**src/rtl/aisc_pkg.sv**
```systemverilog
// constants for the converter input-select and result control block
// assumes one 10 MHz clock and a byte-wide register port with reads answered one cycle later
// Summary of operation
// a selection written during a conversion reaches the multiplexer only after it ends
// positive codes 01-07 and 10-1F route external pins, 40 routes ground
// positive 42/43 thermal sensors, 44/45 supply tenths, 48/49 converter out/reference
// negative codes: pins 01-07, 10-1F, ground 40, converter out 48; rest reserved
// stop bit one ends the measurement and beats a simultaneous start
// start bit one launches a conversion once the running one completes
// start bit reads one while a conversion runs, clears itself on completion
// with event trigger enabled, each rising event edge starts a conversion
// irq enable bit 1 window match, bit 0 result ready; flag and enable both needed
// at each conversion end the result is compared; window flag set on a hit
// result ready flag set whenever a measurement completes
// flags clear on writing one or reading the result; writing zero does nothing
// keep-running bit lets conversions go on while the processor is halted
// one shared staging byte at 0F serves all 16-bit registers, also directly
// read-only 16-bit result, low byte at 10, high byte at 11
// lower limit at 12, low byte first, in the same format as the result
// window mode: 0 none, 1 below, 2 above, 3 inside inclusive, 4 outside
// upper limit at 14, low byte at the base offset
// continuous mode restarts conversions back to back after the first one
// low-byte read stages the high byte; low-byte write waits for the high write
package aisc_pkg;
	localparam int ADDR_W = 5;
	localparam logic [4:0] OFS_CTRL = 5'h00;
	localparam logic [4:0] OFS_WMODE = 5'h04;
	localparam logic [4:0] OFS_POS = 5'h08;
	localparam logic [4:0] OFS_NEG = 5'h09;
	localparam logic [4:0] OFS_CMD = 5'h0A;
	localparam logic [4:0] OFS_TRIG = 5'h0B;
	localparam logic [4:0] OFS_IEN = 5'h0C;
	localparam logic [4:0] OFS_IFLG = 5'h0D;
	localparam logic [4:0] OFS_HALT = 5'h0E;
	localparam logic [4:0] OFS_STAGE = 5'h0F;
	localparam logic [4:0] OFS_RES_L = 5'h10;
	localparam logic [4:0] OFS_RES_H = 5'h11;
	localparam logic [4:0] OFS_LOW_L = 5'h12;
	localparam logic [4:0] OFS_LOW_H = 5'h13;
	localparam logic [4:0] OFS_UP_L = 5'h14;
	localparam logic [4:0] OFS_UP_H = 5'h15;
	localparam int BIT_CONT = 1;
	localparam int BIT_SIGNED = 5;
	localparam int BIT_START = 0;
	localparam int BIT_STOP = 1;
	localparam int BIT_TRIG_EN = 0;
	localparam int BIT_WIN = 1;
	localparam int BIT_RDY = 0;
	localparam int BIT_KEEP = 0;
	localparam logic [7:0] RST_BYTE = 8'h00;
	localparam logic [15:0] RST_WORD = 16'h0000;
	localparam logic [2:0] WM_NONE = 3'h0;
	localparam logic [2:0] WM_BELOW = 3'h1;
	localparam logic [2:0] WM_ABOVE = 3'h2;
	localparam logic [2:0] WM_INSIDE = 3'h3;
	localparam logic [2:0] WM_OUTSIDE = 3'h4;
	localparam logic [6:0] SEL_PIN_LO_A = 7'h01;
	localparam logic [6:0] SEL_PIN_LO_B = 7'h07;
	localparam logic [6:0] SEL_PIN_HI_A = 7'h10;
	localparam logic [6:0] SEL_PIN_HI_B = 7'h1F;
	localparam logic [6:0] SEL_GND = 7'h40;
	localparam logic [6:0] SEL_THERMAL = 7'h42;
	localparam logic [6:0] SEL_THERMAL_EXP = 7'h43;
	localparam logic [6:0] SEL_SUPPLY_TENTH = 7'h44;
	localparam logic [6:0] SEL_IO2_TENTH = 7'h45;
	localparam logic [6:0] SEL_CONV_OUT = 7'h48;
	localparam logic [6:0] SEL_CONV_REF = 7'h49;
	typedef enum logic [1:0] {
		ST_IDLE = 2'b01,
		ST_BUSY = 2'b10
	} aisc_state_t;
endpackage

```
**src/rtl/aisc_top.sv**
```systemverilog
// control logic for converter input selection, start/stop, window compare and flags
// assumes the analog core takes a start pulse and answers with a done pulse and data
`timescale 1ns/1ps
module aisc_top
	import aisc_pkg::*;
(
	input wire logic i_sys_clk,
	input wire logic i_reset_n,
	input wire logic [ADDR_W-1:0] i_addr,
	input wire logic [7:0] i_wr_data,
	input wire logic i_wr_stb,
	input wire logic i_rd_stb,
	output logic [7:0] o_rd_data,
	input wire logic i_trigger_event,
	input wire logic i_cpu_halted,
	input wire logic i_conv_done,
	input wire logic [15:0] i_conv_data,
	output logic o_conv_start,
	output logic o_conv_abort,
	output logic o_conv_busy,
	output logic o_core_hold,
	output logic [6:0] o_pos_sel,
	output logic [6:0] o_neg_sel,
	output logic o_pos_legal,
	output logic o_neg_legal,
	output logic o_irq_result,
	output logic o_irq_window
);
	function automatic logic pin_code(input logic [6:0] c);
		return (c >= SEL_PIN_LO_A && c <= SEL_PIN_LO_B) ||
			(c >= SEL_PIN_HI_A && c <= SEL_PIN_HI_B) || c == SEL_GND;
	endfunction

	// signed results compare as unsigned once the sign bit is flipped
	function automatic logic [15:0] ordkey(input logic [15:0] v, input logic sgn);
		return {v[15] ^ sgn, v[14:0]};
	endfunction

	function automatic logic win_hit(input logic [15:0] r, input logic [15:0] lo,
		input logic [15:0] hi, input logic [2:0] m, input logic sgn);
		logic below;
		logic above;
		below = ordkey(r, sgn) < ordkey(lo, sgn);
		above = ordkey(r, sgn) > ordkey(hi, sgn);
		case (m)
			WM_BELOW: return below;
			WM_ABOVE: return above;
			WM_INSIDE: return !below && !above;
			WM_OUTSIDE: return below || above;
			default: return 1'b0;
		endcase
	endfunction

	aisc_state_t state_ff, nxt_state;
	logic cont_ff, nxt_cont;
	logic sgn_ff, nxt_sgn;
	logic [2:0] wmode_ff, nxt_wmode;
	logic [6:0] pos_ff, nxt_pos, neg_ff, nxt_neg;
	logic [6:0] pos_app_ff, nxt_pos_app, neg_app_ff, nxt_neg_app;
	logic trig_en_ff, nxt_trig_en;
	logic [1:0] ien_ff, nxt_ien, flg_ff, nxt_flg;
	logic keep_ff, nxt_keep;
	logic [7:0] stage_ff, nxt_stage;
	logic [15:0] res_ff, nxt_res, low_ff, nxt_low, up_ff, nxt_up;
	logic pend_ff, nxt_pend;
	logic evt_q_ff;
	logic start_ff, nxt_start, abort_ff, nxt_abort;
	logic [7:0] rdata_ff, nxt_rdata;
	logic wr_cmd, stop_cmd, start_cmd, evt_rise, launch_req, run_ok, rd_res;
	logic [1:0] flg_set, flg_clr;

	always_comb begin
		wr_cmd = i_wr_stb && i_addr == OFS_CMD;
		stop_cmd = wr_cmd && i_wr_data[BIT_STOP];
		start_cmd = wr_cmd && i_wr_data[BIT_START];
		evt_rise = trig_en_ff && i_trigger_event && !evt_q_ff;
		launch_req = pend_ff || start_cmd || evt_rise;
		// held by the debugger unless told to keep running
		run_ok = !(i_cpu_halted && !keep_ff);
		rd_res = i_rd_stb && (i_addr == OFS_RES_L || i_addr == OFS_RES_H);
		nxt_state = state_ff;
		nxt_pend = pend_ff;
		nxt_start = 1'b0;
		nxt_abort = 1'b0;
		nxt_res = res_ff;
		flg_set = 2'b00;
		nxt_pos_app = pos_app_ff;
		nxt_neg_app = neg_app_ff;
		case (state_ff)
			ST_IDLE: begin
				nxt_pos_app = pos_ff;
				nxt_neg_app = neg_ff;
				if (stop_cmd) begin
					nxt_pend = 1'b0;
				end else if (launch_req && run_ok) begin
					nxt_state = ST_BUSY;
					nxt_start = 1'b1;
					nxt_pend = 1'b0;
				end else if (launch_req) begin
					nxt_pend = 1'b1;
				end
			end
			ST_BUSY: begin
				if (stop_cmd) begin
					nxt_state = ST_IDLE;
					nxt_abort = 1'b1;
					nxt_pend = 1'b0;
				end else if (i_conv_done) begin
					nxt_res = i_conv_data;
					flg_set[BIT_RDY] = 1'b1;
					flg_set[BIT_WIN] = win_hit(i_conv_data, low_ff, up_ff, wmode_ff, sgn_ff);
					nxt_pos_app = pos_ff;
					nxt_neg_app = neg_ff;
					if ((launch_req || cont_ff) && run_ok) begin
						nxt_start = 1'b1;
						nxt_pend = 1'b0;
					end else begin
						nxt_state = ST_IDLE;
						nxt_pend = launch_req || cont_ff;
					end
				end else if (start_cmd || evt_rise) begin
					nxt_pend = 1'b1;
				end
			end
			default: begin
				nxt_state = ST_IDLE;
				nxt_pend = 1'b0;
			end
		endcase
	end

	always_comb begin
		nxt_cont = cont_ff;
		nxt_sgn = sgn_ff;
		nxt_wmode = wmode_ff;
		nxt_pos = pos_ff;
		nxt_neg = neg_ff;
		nxt_trig_en = trig_en_ff;
		nxt_ien = ien_ff;
		nxt_keep = keep_ff;
		nxt_stage = stage_ff;
		nxt_low = low_ff;
		nxt_up = up_ff;
		flg_clr = rd_res ? 2'b11 : 2'b00;
		if (i_wr_stb) begin
			case (i_addr)
				OFS_CTRL: begin
					nxt_cont = i_wr_data[BIT_CONT];
					nxt_sgn = i_wr_data[BIT_SIGNED];
				end
				OFS_WMODE: nxt_wmode = i_wr_data[2:0];
				OFS_POS: nxt_pos = i_wr_data[6:0];
				OFS_NEG: nxt_neg = i_wr_data[6:0];
				OFS_TRIG: nxt_trig_en = i_wr_data[BIT_TRIG_EN];
				OFS_IEN: nxt_ien = i_wr_data[1:0];
				OFS_IFLG: flg_clr = flg_clr | i_wr_data[1:0];
				OFS_HALT: nxt_keep = i_wr_data[BIT_KEEP];
				OFS_STAGE: nxt_stage = i_wr_data;
				OFS_LOW_L: nxt_stage = i_wr_data;
				OFS_LOW_H: nxt_low = {i_wr_data, stage_ff};
				OFS_UP_L: nxt_stage = i_wr_data;
				OFS_UP_H: nxt_up = {i_wr_data, stage_ff};
				default: nxt_stage = stage_ff;
			endcase
		end
		if (i_rd_stb) begin
			case (i_addr)
				OFS_RES_L: nxt_stage = res_ff[15:8];
				OFS_LOW_L: nxt_stage = low_ff[15:8];
				OFS_UP_L: nxt_stage = up_ff[15:8];
				default: nxt_stage = nxt_stage;
			endcase
		end
		// an event in the clearing cycle survives
		nxt_flg = (flg_ff & ~flg_clr) | flg_set;
	end

	always_comb begin
		nxt_rdata = RST_BYTE;
		if (i_rd_stb) begin
			case (i_addr)
				OFS_CTRL: nxt_rdata = {2'b00, sgn_ff, 3'b000, cont_ff, 1'b0};
				OFS_WMODE: nxt_rdata = {5'b00000, wmode_ff};
				OFS_POS: nxt_rdata = {1'b0, pos_ff};
				OFS_NEG: nxt_rdata = {1'b0, neg_ff};
				OFS_CMD: nxt_rdata = {7'b0000000, state_ff == ST_BUSY || pend_ff};
				OFS_TRIG: nxt_rdata = {7'b0000000, trig_en_ff};
				OFS_IEN: nxt_rdata = {6'b000000, ien_ff};
				OFS_IFLG: nxt_rdata = {6'b000000, flg_ff};
				OFS_HALT: nxt_rdata = {7'b0000000, keep_ff};
				OFS_STAGE: nxt_rdata = stage_ff;
				OFS_RES_L: nxt_rdata = res_ff[7:0];
				OFS_RES_H: nxt_rdata = stage_ff;
				OFS_LOW_L: nxt_rdata = low_ff[7:0];
				OFS_LOW_H: nxt_rdata = stage_ff;
				OFS_UP_L: nxt_rdata = up_ff[7:0];
				OFS_UP_H: nxt_rdata = stage_ff;
				default: nxt_rdata = RST_BYTE;
			endcase
		end
	end

	always_ff @(posedge i_sys_clk) begin
		if (!i_reset_n) begin
			state_ff <= ST_IDLE;
			cont_ff <= 1'b0;
			sgn_ff <= 1'b0;
			wmode_ff <= WM_NONE;
			pos_ff <= 7'h00;
			neg_ff <= 7'h00;
			pos_app_ff <= 7'h00;
			neg_app_ff <= 7'h00;
			trig_en_ff <= 1'b0;
			ien_ff <= 2'h0;
			flg_ff <= 2'h0;
			keep_ff <= 1'b0;
			stage_ff <= RST_BYTE;
			res_ff <= RST_WORD;
			low_ff <= RST_WORD;
			up_ff <= RST_WORD;
			pend_ff <= 1'b0;
			evt_q_ff <= 1'b0;
			start_ff <= 1'b0;
			abort_ff <= 1'b0;
			rdata_ff <= RST_BYTE;
		end else begin
			state_ff <= nxt_state;
			cont_ff <= nxt_cont;
			sgn_ff <= nxt_sgn;
			wmode_ff <= nxt_wmode;
			pos_ff <= nxt_pos;
			neg_ff <= nxt_neg;
			pos_app_ff <= nxt_pos_app;
			neg_app_ff <= nxt_neg_app;
			trig_en_ff <= nxt_trig_en;
			ien_ff <= nxt_ien;
			flg_ff <= nxt_flg;
			keep_ff <= nxt_keep;
			stage_ff <= nxt_stage;
			res_ff <= nxt_res;
			low_ff <= nxt_low;
			up_ff <= nxt_up;
			pend_ff <= nxt_pend;
			evt_q_ff <= i_trigger_event;
			start_ff <= nxt_start;
			abort_ff <= nxt_abort;
			rdata_ff <= nxt_rdata;
		end
	end

	assign o_rd_data = rdata_ff;
	assign o_conv_start = start_ff;
	assign o_conv_abort = abort_ff;
	assign o_conv_busy = state_ff == ST_BUSY;
	assign o_core_hold = !run_ok;
	assign o_pos_sel = pos_app_ff;
	assign o_neg_sel = neg_app_ff;
	// reserved codes are flagged, not blocked; the analog side decides
	assign o_pos_legal = pin_code(pos_app_ff) || (pos_app_ff >= SEL_THERMAL &&
		pos_app_ff <= SEL_IO2_TENTH) || pos_app_ff == SEL_CONV_OUT ||
		pos_app_ff == SEL_CONV_REF;
	assign o_neg_legal = pin_code(neg_app_ff) || neg_app_ff == SEL_CONV_OUT;
	assign o_irq_result = flg_ff[BIT_RDY] && ien_ff[BIT_RDY];
	assign o_irq_window = flg_ff[BIT_WIN] && ien_ff[BIT_WIN];
endmodule // aisc_top

```
**config.mk**
```make
export PLATFORM = sky130hd
export DESIGN_NAME = aisc_top
export DESIGN_NICKNAME = d
export VERILOG_FILES = /design/src/rtl/aisc_pkg.sv /design/src/rtl/aisc_top.sv
export SDC_FILE = /design/constraint.sdc
export NUM_CORES = 1
export LEC_CHECK = 0
export ABC_CLOCK_PERIOD_IN_PS = 3100
export BUFFER_PORTS_ARGS = -buffer_cell sky130_fd_sc_hd__buf_2
export CORE_ASPECT_RATIO = 1.75
export CORE_MARGIN = 2
export CORE_UTILIZATION = 35
export DETAILED_ROUTE_END_ITERATION = 10
export GPL_TIMING_DRIVEN = 0
export PLACE_DENSITY_LB_ADDON = 0.05
export SKIP_LAST_GASP = 1
export SLEW_MARGIN = 20
export SYNTH_ARGS = -nofsm -noshare
export SYNTH_HDL_FRONTEND = slang
export SYNTH_SLANG_ARGS = --single-unit
```
**constraint.sdc**
```tcl
create_clock -name i_sys_clk -period 3.1 [get_ports i_sys_clk]
set_input_delay 0.775 -clock i_sys_clk [delete_from_list [all_inputs] [get_ports i_sys_clk]]
set_output_delay 0.775 -clock i_sys_clk [all_outputs]
set_load 0.05 [all_outputs]
```
Yosys cells after proc, flatten, opt, wreduce, memory -nomap -nowiden
Cells that the tools add are included.

Order comparisons: 12. Equal/unequal tests: 34. Muxes and demuxes: 39. Bitwise gates (word level): 8. Reduce and logical (&&, ||, !) cells: 56.

Operators by type and width (number): $pmux W8 S13 (1); $eq A5 B4 Y1 const B (8); $eq A7 B7 Y1 const B (5); $eq A5 B5 Y1 const B (6); $mux W7 (4); $pmux W7 S2 (2); $mux W8 (3); $pmux W8 S3 (1); $reduce_and A2 Y1 (12); $mux W2 (11); $logic_and A1 B1 Y1 (17); $gt A16 B16 Y1 (1); $lt A16 B16 Y1 (1); $logic_or A1 B1 Y1 (15); $ge A7 B1 Y1 const B (2); $ge A7 B5 Y1 const B (2); $le A7 B3 Y1 const B (2); $le A7 B5 Y1 const B (2); $mux W1 (13); $ne A2 B2 Y1 const B (4); $ge A7 B7 Y1 const B (1); $le A7 B7 Y1 const B (1); $eq A3 B2 Y1 const B (2); $reduce_and A3 Y1 (2); other kinds (23) (31).

Flip-flop bits (word level): 109. Bits of input ports: 36. Logic and storage cells: 170.

Logic depth before layout (Yosys ltp)
Gate-level depths: netlist of run 1.

Depth in word-level cells: 11. Gate-level depth with buffers: 8. Mapped depth without buffers: 8.

Worst setup path before layout of run 1
No wires, ideal clock.

Kind: reg-to-output. From: register pos_app_ff[6] (netlist: o_pos_sel[6]). To: output o_pos_legal. Arrival time: 2162 ps. Path slack: 163 ps. Stages on the path, launching flop included: 4. Path buffers: 0. Cell sequence: dfxtp_1 > nor2b_1 > o21ai_0 > a211oi_1.

Longest elaborated chain between the ends: 7. Elaborated cells between the ends (all ways): 17.

Ends and longest elaborated chain: start, declared (line aisc_top.sv:59) `logic [6:0] pos_app_ff, nxt_pos_app, neg_app_ff, nxt_neg_app;`; start signal, assigned (line aisc_top.sv:233) `pos_app_ff <= nxt_pos_app;`; $ge A7 B1 Y1, or another cell as far along (line aisc_top.sv:30) `return (c >= SEL_PIN_LO_A && c <= SEL_PIN_LO_B) ||`; $logic_and A1 B1 Y1 (on tied branches) (line aisc_top.sv:30, aisc_top.sv:31); $logic_or A1 B1 Y1 (line aisc_top.sv:30); $logic_or A1 B1 Y1 (line aisc_top.sv:31) `(c >= SEL_PIN_HI_A && c <= SEL_PIN_HI_B) || c == SEL_GND;`; $logic_or A1 B1 Y1 (line aisc_top.sv:259) `assign o_pos_legal = pin_code(pos_app_ff) || (pos_app_ff >= SEL_THERMAL &&`; $logic_or A1 B1 Y1 (line aisc_top.sv:260) `pos_app_ff <= SEL_IO2_TENTH) || pos_app_ff == SEL_CONV_OUT ||`; $logic_or A1 B1 Y1 * (line aisc_top.sv:260); end, declared (line aisc_top.sv:24) `output logic o_pos_legal,`.

Mark *: on every way between the ends. The rest lies on a longest branch, timed or not.

Worst setup path after layout of run 1
From: input i_addr[1]. To: register rdata_ff[3] (netlist: o_rd_data[3]).

Longest elaborated chain between the ends: 3. Elaborated cells between the ends (all ways): 18.

Ends and longest elaborated chain: start, declared (line aisc_top.sv:9) `input wire logic [ADDR_W-1:0] i_addr,`; $eq A5 B5 Y1 / $eq A5 B4 Y1 (equally long branches) (line aisc_top.sv:181) `case (i_addr)`; $reduce_or A4 Y1 (no line); $pmux W8 S13 * (line aisc_top.sv:181); end signal, assigned (line aisc_top.sv:247) `rdata_ff <= nxt_rdata;`; end, declared (line aisc_top.sv:68) `logic [7:0] rdata_ff, nxt_rdata;`.

Marked as above. A chain may end at the register's enable or synchronous reset.

==> impl_metrics.toml, run 1 <==
[status]
status = "finished, final reports clean"

[floorplan]
start_util_pct = 35.7
fp.dieH_um = 175
rows = 62
coreArea_um2 = 16400
ios = 66
fp.dieArea_um2 = 17800
fp.dieW_um = 102

[cts]
clkSinkCount = 109
ctsRootBufferMaster = "clkbuf_16"
path_clk_slew_ns = 0.08
cts.path.max_buffers = 2
post_cts_resized = 0
tritoncts = "built"
holdBufCountCts = 0
cts_made_buffers = 9
clock_latency_ns = 0.36
post-cts-setup-buffers = 0
cts-htree-levels = 3

[power_and_ir_drop]
peakVddDrop_uv = 279
power.density_nw_per_um2 = 427
total_power_mw = 2.88
power.leakage_nw = 2.50

[sta]
period_share_pct = 88.3
fmax_ghz = 0.366
setup_tns_ns = 0
min_period_ns = 2.74
worst_slack_ns = 0.364
grt_setup_unrepaired = "false"
worst_pin_slew_ns = 1.10
clock_skew_ns = 0.0139
fin_worst_hold_slack_ns = 0.468
hold_viol = 0
setup_viol = 0
slew_headroom_pct = 25.8
final_max_slew_viol_count = 0

[critical_path]
max_stage_delay_ns = 0.82
critPathArrivalTime_ns = 2.99
critPathMostFrequentCell = "buf_2"
end_kind = "flip-flop"
crit_required_ns = 3.35
crit_path_start_kind = "primary input"
path_max_fanout = 10
critical-path-slowest-cell = "nor4_2"
crit_chain = "buf_2, buf_2, nand2_1, nor4_2, buf_2, a222oi_1, a21oi_1"
critPathKind = "in2reg"

[placed_design]
io_buffers = 64
dp_hpwl_um = 15300
placed_cells = 947
pre_cts_slack_ns = 0.0705
placed_area_um2 = 6440
place.gp.congestion = 0.943

[grt]
grt_pass1_wl_um = 30200
grt_overflow = 0
grt_pass1_vias = 5218
antenna_found_initial = 0
grtUsageTotal_pct = 22.5
grt_max_degree = 19

[route]
viasPerCell = 5.32
vias = 5120
routed_wl_um = 19500
drc_errors = 0
wl_per_cell_um = 20.2
drt_pass1_iterations = 5
drt_iter0_drc = 316
antenna_left = 0

[synth]
yosys_warnings = 0
synth.avg_cell_area_um2 = 8.87
synthesis.area_um2 = 5840
yosysTopAreaCell = "dfxtp_1"
ys_seq_area_share_pct = 37.3
synth.most_common_cell = "dfxtp_1"
synth_top_area_share_pct = 37.3
netlist_top_cells_count = "dfxtp_1, nand2_1, a21boi_0, nor2b_1, mux2i_1"
async_flop_share_pct = 0
postSynthCellCount = 659
ys_ff_latch = 109
yosys_most_used_dff = "dfxtp_1"
ys_top_cells_by_area = "dfxtp_1, ha_1, mux2i_1"
ys_types = 64
synth_fp_nets = 728
synth_edf_count = 0

[final_layout]
fin_area_um2 = 6750
fin_cells = 963
drive_gt1_share_pct = 16.1
area_growth_pct = 15.5
antenna_cells = 0
utilization_pct = 41.2
nets = 803

[job]
drv_cap = 0

[worst_hold_path]
hp-class = "reg2reg"
[path summary, 6_finish.rpt]
path | from | endpoint | slack [ns] | cells past startpoint
worst max register to register | sgn_ff | flg_ff[1] | 0.54 | 8
worst max-delay path | i_addr[1] | o_rd_data[3] | 0.36 | 7
worst min-delay path | res_ff[4] | res_ff[4] | 0.47 | 2
worst min register to register | res_ff[4] | res_ff[4] | 0.47 | 2
[flip-flops by register name (all words and copies together) (netlist names), 3 cells and up]
register / flops
res_ff: 16
neg_ff: 7
stage_ff: 8
o_rd_data: 8
up_ff: 16
low_ff: 16
o_pos_sel: 7
pos_ff: 7
o_neg_sel: 7
wmode_ff: 3
[cell families after synthesis]
family / count (synthesis) / synth area share (%)
AND/OR/NAND/NOR: 247 / 22.1
AO/OA/AOI/OAI: 140 / 18.4
flip-flops: 109 / 37.3
buffers and inverters: 74 / 5.42
multiplexers: 50 / 8.76
adder cells (fa/ha/maj): 33 / 7.07
XOR/XNOR: 6 / 0.899
[metal layers]
layer	vias to the layer above	wire length [um]	track usage [%]
met5	-	0	0
met4	0	686	8.84
met3	31	617	2.36
met2	125	10700	42.1
met1	2461	7460	25.2
li1	2503	-	-
[area by class of cell]
| cell class | count | area [um^2] |
|---|---|---|
| repair buffers | 64 | 320 |
| plain buffers | 40 | 189 |
| flip-flops and latches | 109 | 2180 |
| well taps | 224 | 280 |
| multi-input cells | 476 | 3340 |
| clock buffers | 12 | 267 |
| fillers | 1685 | 9620 |
| inverters | 34 | 128 |
| clock inverters | 4 | 37.5 |
[power breakdown]
group / switching, mW / internal (mW) / leakage [nW] / total (mW)
clock: 0.563 / 0.624 / 0.151 / 1.19
sequential: 0.0130 / 1.41 / 0.879 / 1.42
combinational: 0.167 / 0.103 / 1.47 / 0.269
[critical path, delay by kind of cell]
kind	cells	cell delay, ns
and+or+nand+nor	2	0.91
AOI/OAI and AO/OA	2	0.43
buffers and inverters	3	0.86
[cell usage in the layout (no fill, tap or decap), drive strengths merged, types with 20 or more instances in the layout]
master | Yosys | layout
dfxtp | 109 | 109
clkbuf | 22 | 34
a21oi | 20 | 20
buf | 18 | 82
inv | 34 | 36
nor2b | 45 | 45
a21boi | 48 | 48
mux2i | 41 | 41
ha | 33 | 33
nand2 | 108 | 108
(Power assumes the default switching activity.)
==> inputs of run 2 (changes only) <==
- CORE_MARGIN: 2 -> 5
==> run 2 against run 1 <==
First-iteration DRC count up 8.9%; utilization is 0.11 points lower; sequential cell count did not move; critical endpoint is now stage_ff[6].
==> impl_metrics.toml, run 2 (same netlist as run 1, synthesis figures left out) <==
[power_and_ir_drop]
power.density_nw_per_um2 = 434
power.leakage_nw = 2.51
peakVddDrop_uv = 387

[route]
wl_per_cell_um = 20.2
vias = 5121
drt_iter0_drc = 344
routed_wl_um = 19400
drc_errors = 0
viasPerCell = 5.32
antenna_left = 0
drt_pass1_iterations = 6

[sta]
slew_headroom_pct = 27.3
clock_skew_ns = 0.0122
setup_viol = 0
fmax_ghz = 0.375
worst_pin_slew_ns = 1.08
hold_viol = 0
setup_tns_ns = 0
period_share_pct = 86.0
min_period_ns = 2.67
worst_slack_ns = 0.434
grt_setup_unrepaired = "false"
final_max_slew_viol_count = 0

[final_layout]
fin_area_um2 = 6760
final_common_cell = "dfxtp_1"
fillers = 1735
drive_gt1_share_pct = 16.1
area_growth_pct = 15.7
top_regs = "low_ff: 16 flops, res_ff: 16 flops, up_ff: 16 flops"
layout_common_cells = "dfxtp_1, nand2_1, buf_2"
nets = 803
fin_cells = 963
utilization_pct = 41.1
antenna_cells = 0

[placed_design]
pre_cts_slack_ns = 0.0823
place.gp.congestion = 0.909
placed_area_um2 = 6440
io_buffers = 64
dp_hpwl_um = 15400
placed_cells = 947

[floorplan]
coreArea_um2 = 16400
fp.dieH_um = 181
ios = 66
rows = 62
fp.dieArea_um2 = 19500
start_util_pct = 35.5
fp.dieW_um = 108

[cts]
path_clk_slew_ns = 0.08
clock_latency_ns = 0.35
cts-htree-levels = 3
tritoncts = "built"
post-cts-setup-buffers = 0
cts.path.max_buffers = 2
clkSinkCount = 109
cts_made_buffers = 9
ctsRootBufferMaster = "clkbuf_16"
holdBufCountCts = 0
post_cts_resized = 0

[grt]
grtUsageTotal_pct = 20.3
grt_max_degree = 19
grt_pass1_wl_um = 30100
grt_pass1_vias = 5301
antenna_found_initial = 0
grt_overflow = 0

[critical_path]
critPathArrivalTime_ns = 2.96
rr_worst_depth = 8
crit_chain = "buf_2, buf_4, nand2b_1, nor4b_2, buf_2, a222oi_1, nand2_1, o211a_1"
critPathKind = "in2reg"
r2r_end = "flg_ff[1]"
critPathBufInv = 3
end_kind = "flip-flop"
r2r_slack_ns = 0.53
path_max_fanout = 10
max_stage_delay_ns = 0.93
critical-path-slowest-cell = "nor4b_2"
cp_top_family = "simple AND/OR/NAND/NOR gates"
critPathMostFrequentCell = "buf_2"
r2r_start = "sgn_ff"
crit_path_start_kind = "primary input"
crit_required_ns = 3.39

[worst_hold_path]
hold_depth = 2
min_to = "res_ff[7]"
hp-class = "reg2reg"
min_from = "res_ff[7]"

[status]
status = "finished, final reports clean"

[job]
drv_cap = 0
## run 2: cell count changes in the layout (fill, tap and decap cells not counted)
cell / previous run / this run
bufinv_16: 0 / 1
inv_8: 1 / 0
inv_6: 1 / 2
clkbuf_8: 3 / 2
## run 2: worst reg2reg max path, cell delays in order (launching register included)
cell	delay, ns
dfxtp_1	0.47
xor2_1	0.16
ha_1	0.35
nand4_1	0.24
or3_1	0.43
nor3_1	0.19
nor4_1	0.12
a32o_1	0.24
o31a_1	0.26
## run 2: worst max-delay path by stage
| stage | startpoint | endpoint | slack [ns] | cells past startpoint |
|---|---|---|---|---|
| 2_1_floorplan | o_pos_sel[6] | o_pos_legal | 0.16 | 3 |
| 3_3_place_gp | i_conv_data[15] | flg_ff[1] | 0.04 | 9 |
| 3_5_place_dp | i_conv_data[15] | flg_ff[1] | 0.08 | 9 |
| 4_1_cts | i_conv_data[15] | flg_ff[1] | 0.43 | 9 |
| 5_1_grt | i_conv_data[15] | flg_ff[1] | 0.35 | 9 |
| 6_report | i_addr[4] | stage_ff[6] | 0.43 | 8 |
## run 2: routing by layer
| metal | vias up | wire [um] | track usage [%] |
|---|---|---|---|
| li1 | 2498 | - | - |
| met1 | 2444 | 7380 | 22.2 |
| met2 | 149 | 10700 | 38.4 |
| met3 | 30 | 733 | 2.21 |
| met4 | 0 | 577 | 8.54 |
| met5 | - | 0 | 0 |
## run 2: area by class of cell
class | instances | area, um^2 | area share [%]
repair buffers | 64 | 320 | 4.74
flip-flops and latches | 109 | 2180 | 32.3
multi-input cells | 476 | 3340 | 49.5
well taps | 224 | 280 | 4.15
plain buffers | 40 | 189 | 2.79
inverters | 34 | 128 | 1.89
clock inverters | 5 | 65.1 | 0.962
clock buffers | 11 | 253 | 3.74
## run 2: through the flow
| step | hold WS, ns | total power [mW] |
|---|---|---|
| 2_1_floorplan | 0.443 | 1.61 |
| 3_3_place_gp | 0.454 | 1.72 |
| 3_5_place_dp | 0.461 | 1.72 |
| 4_1_cts | 0.471 | 2.97 |
| 5_1_grt | 0.496 | 3.05 |
| 6_report | 0.471 | 2.93 |
## run 2: report_power, final
group,internal (mW),leakage (nW),switching (mW)
clock network,0.681,0.157,0.562
logic,0.102,1.47,0.165
registers,1.41,0.879,0.0132
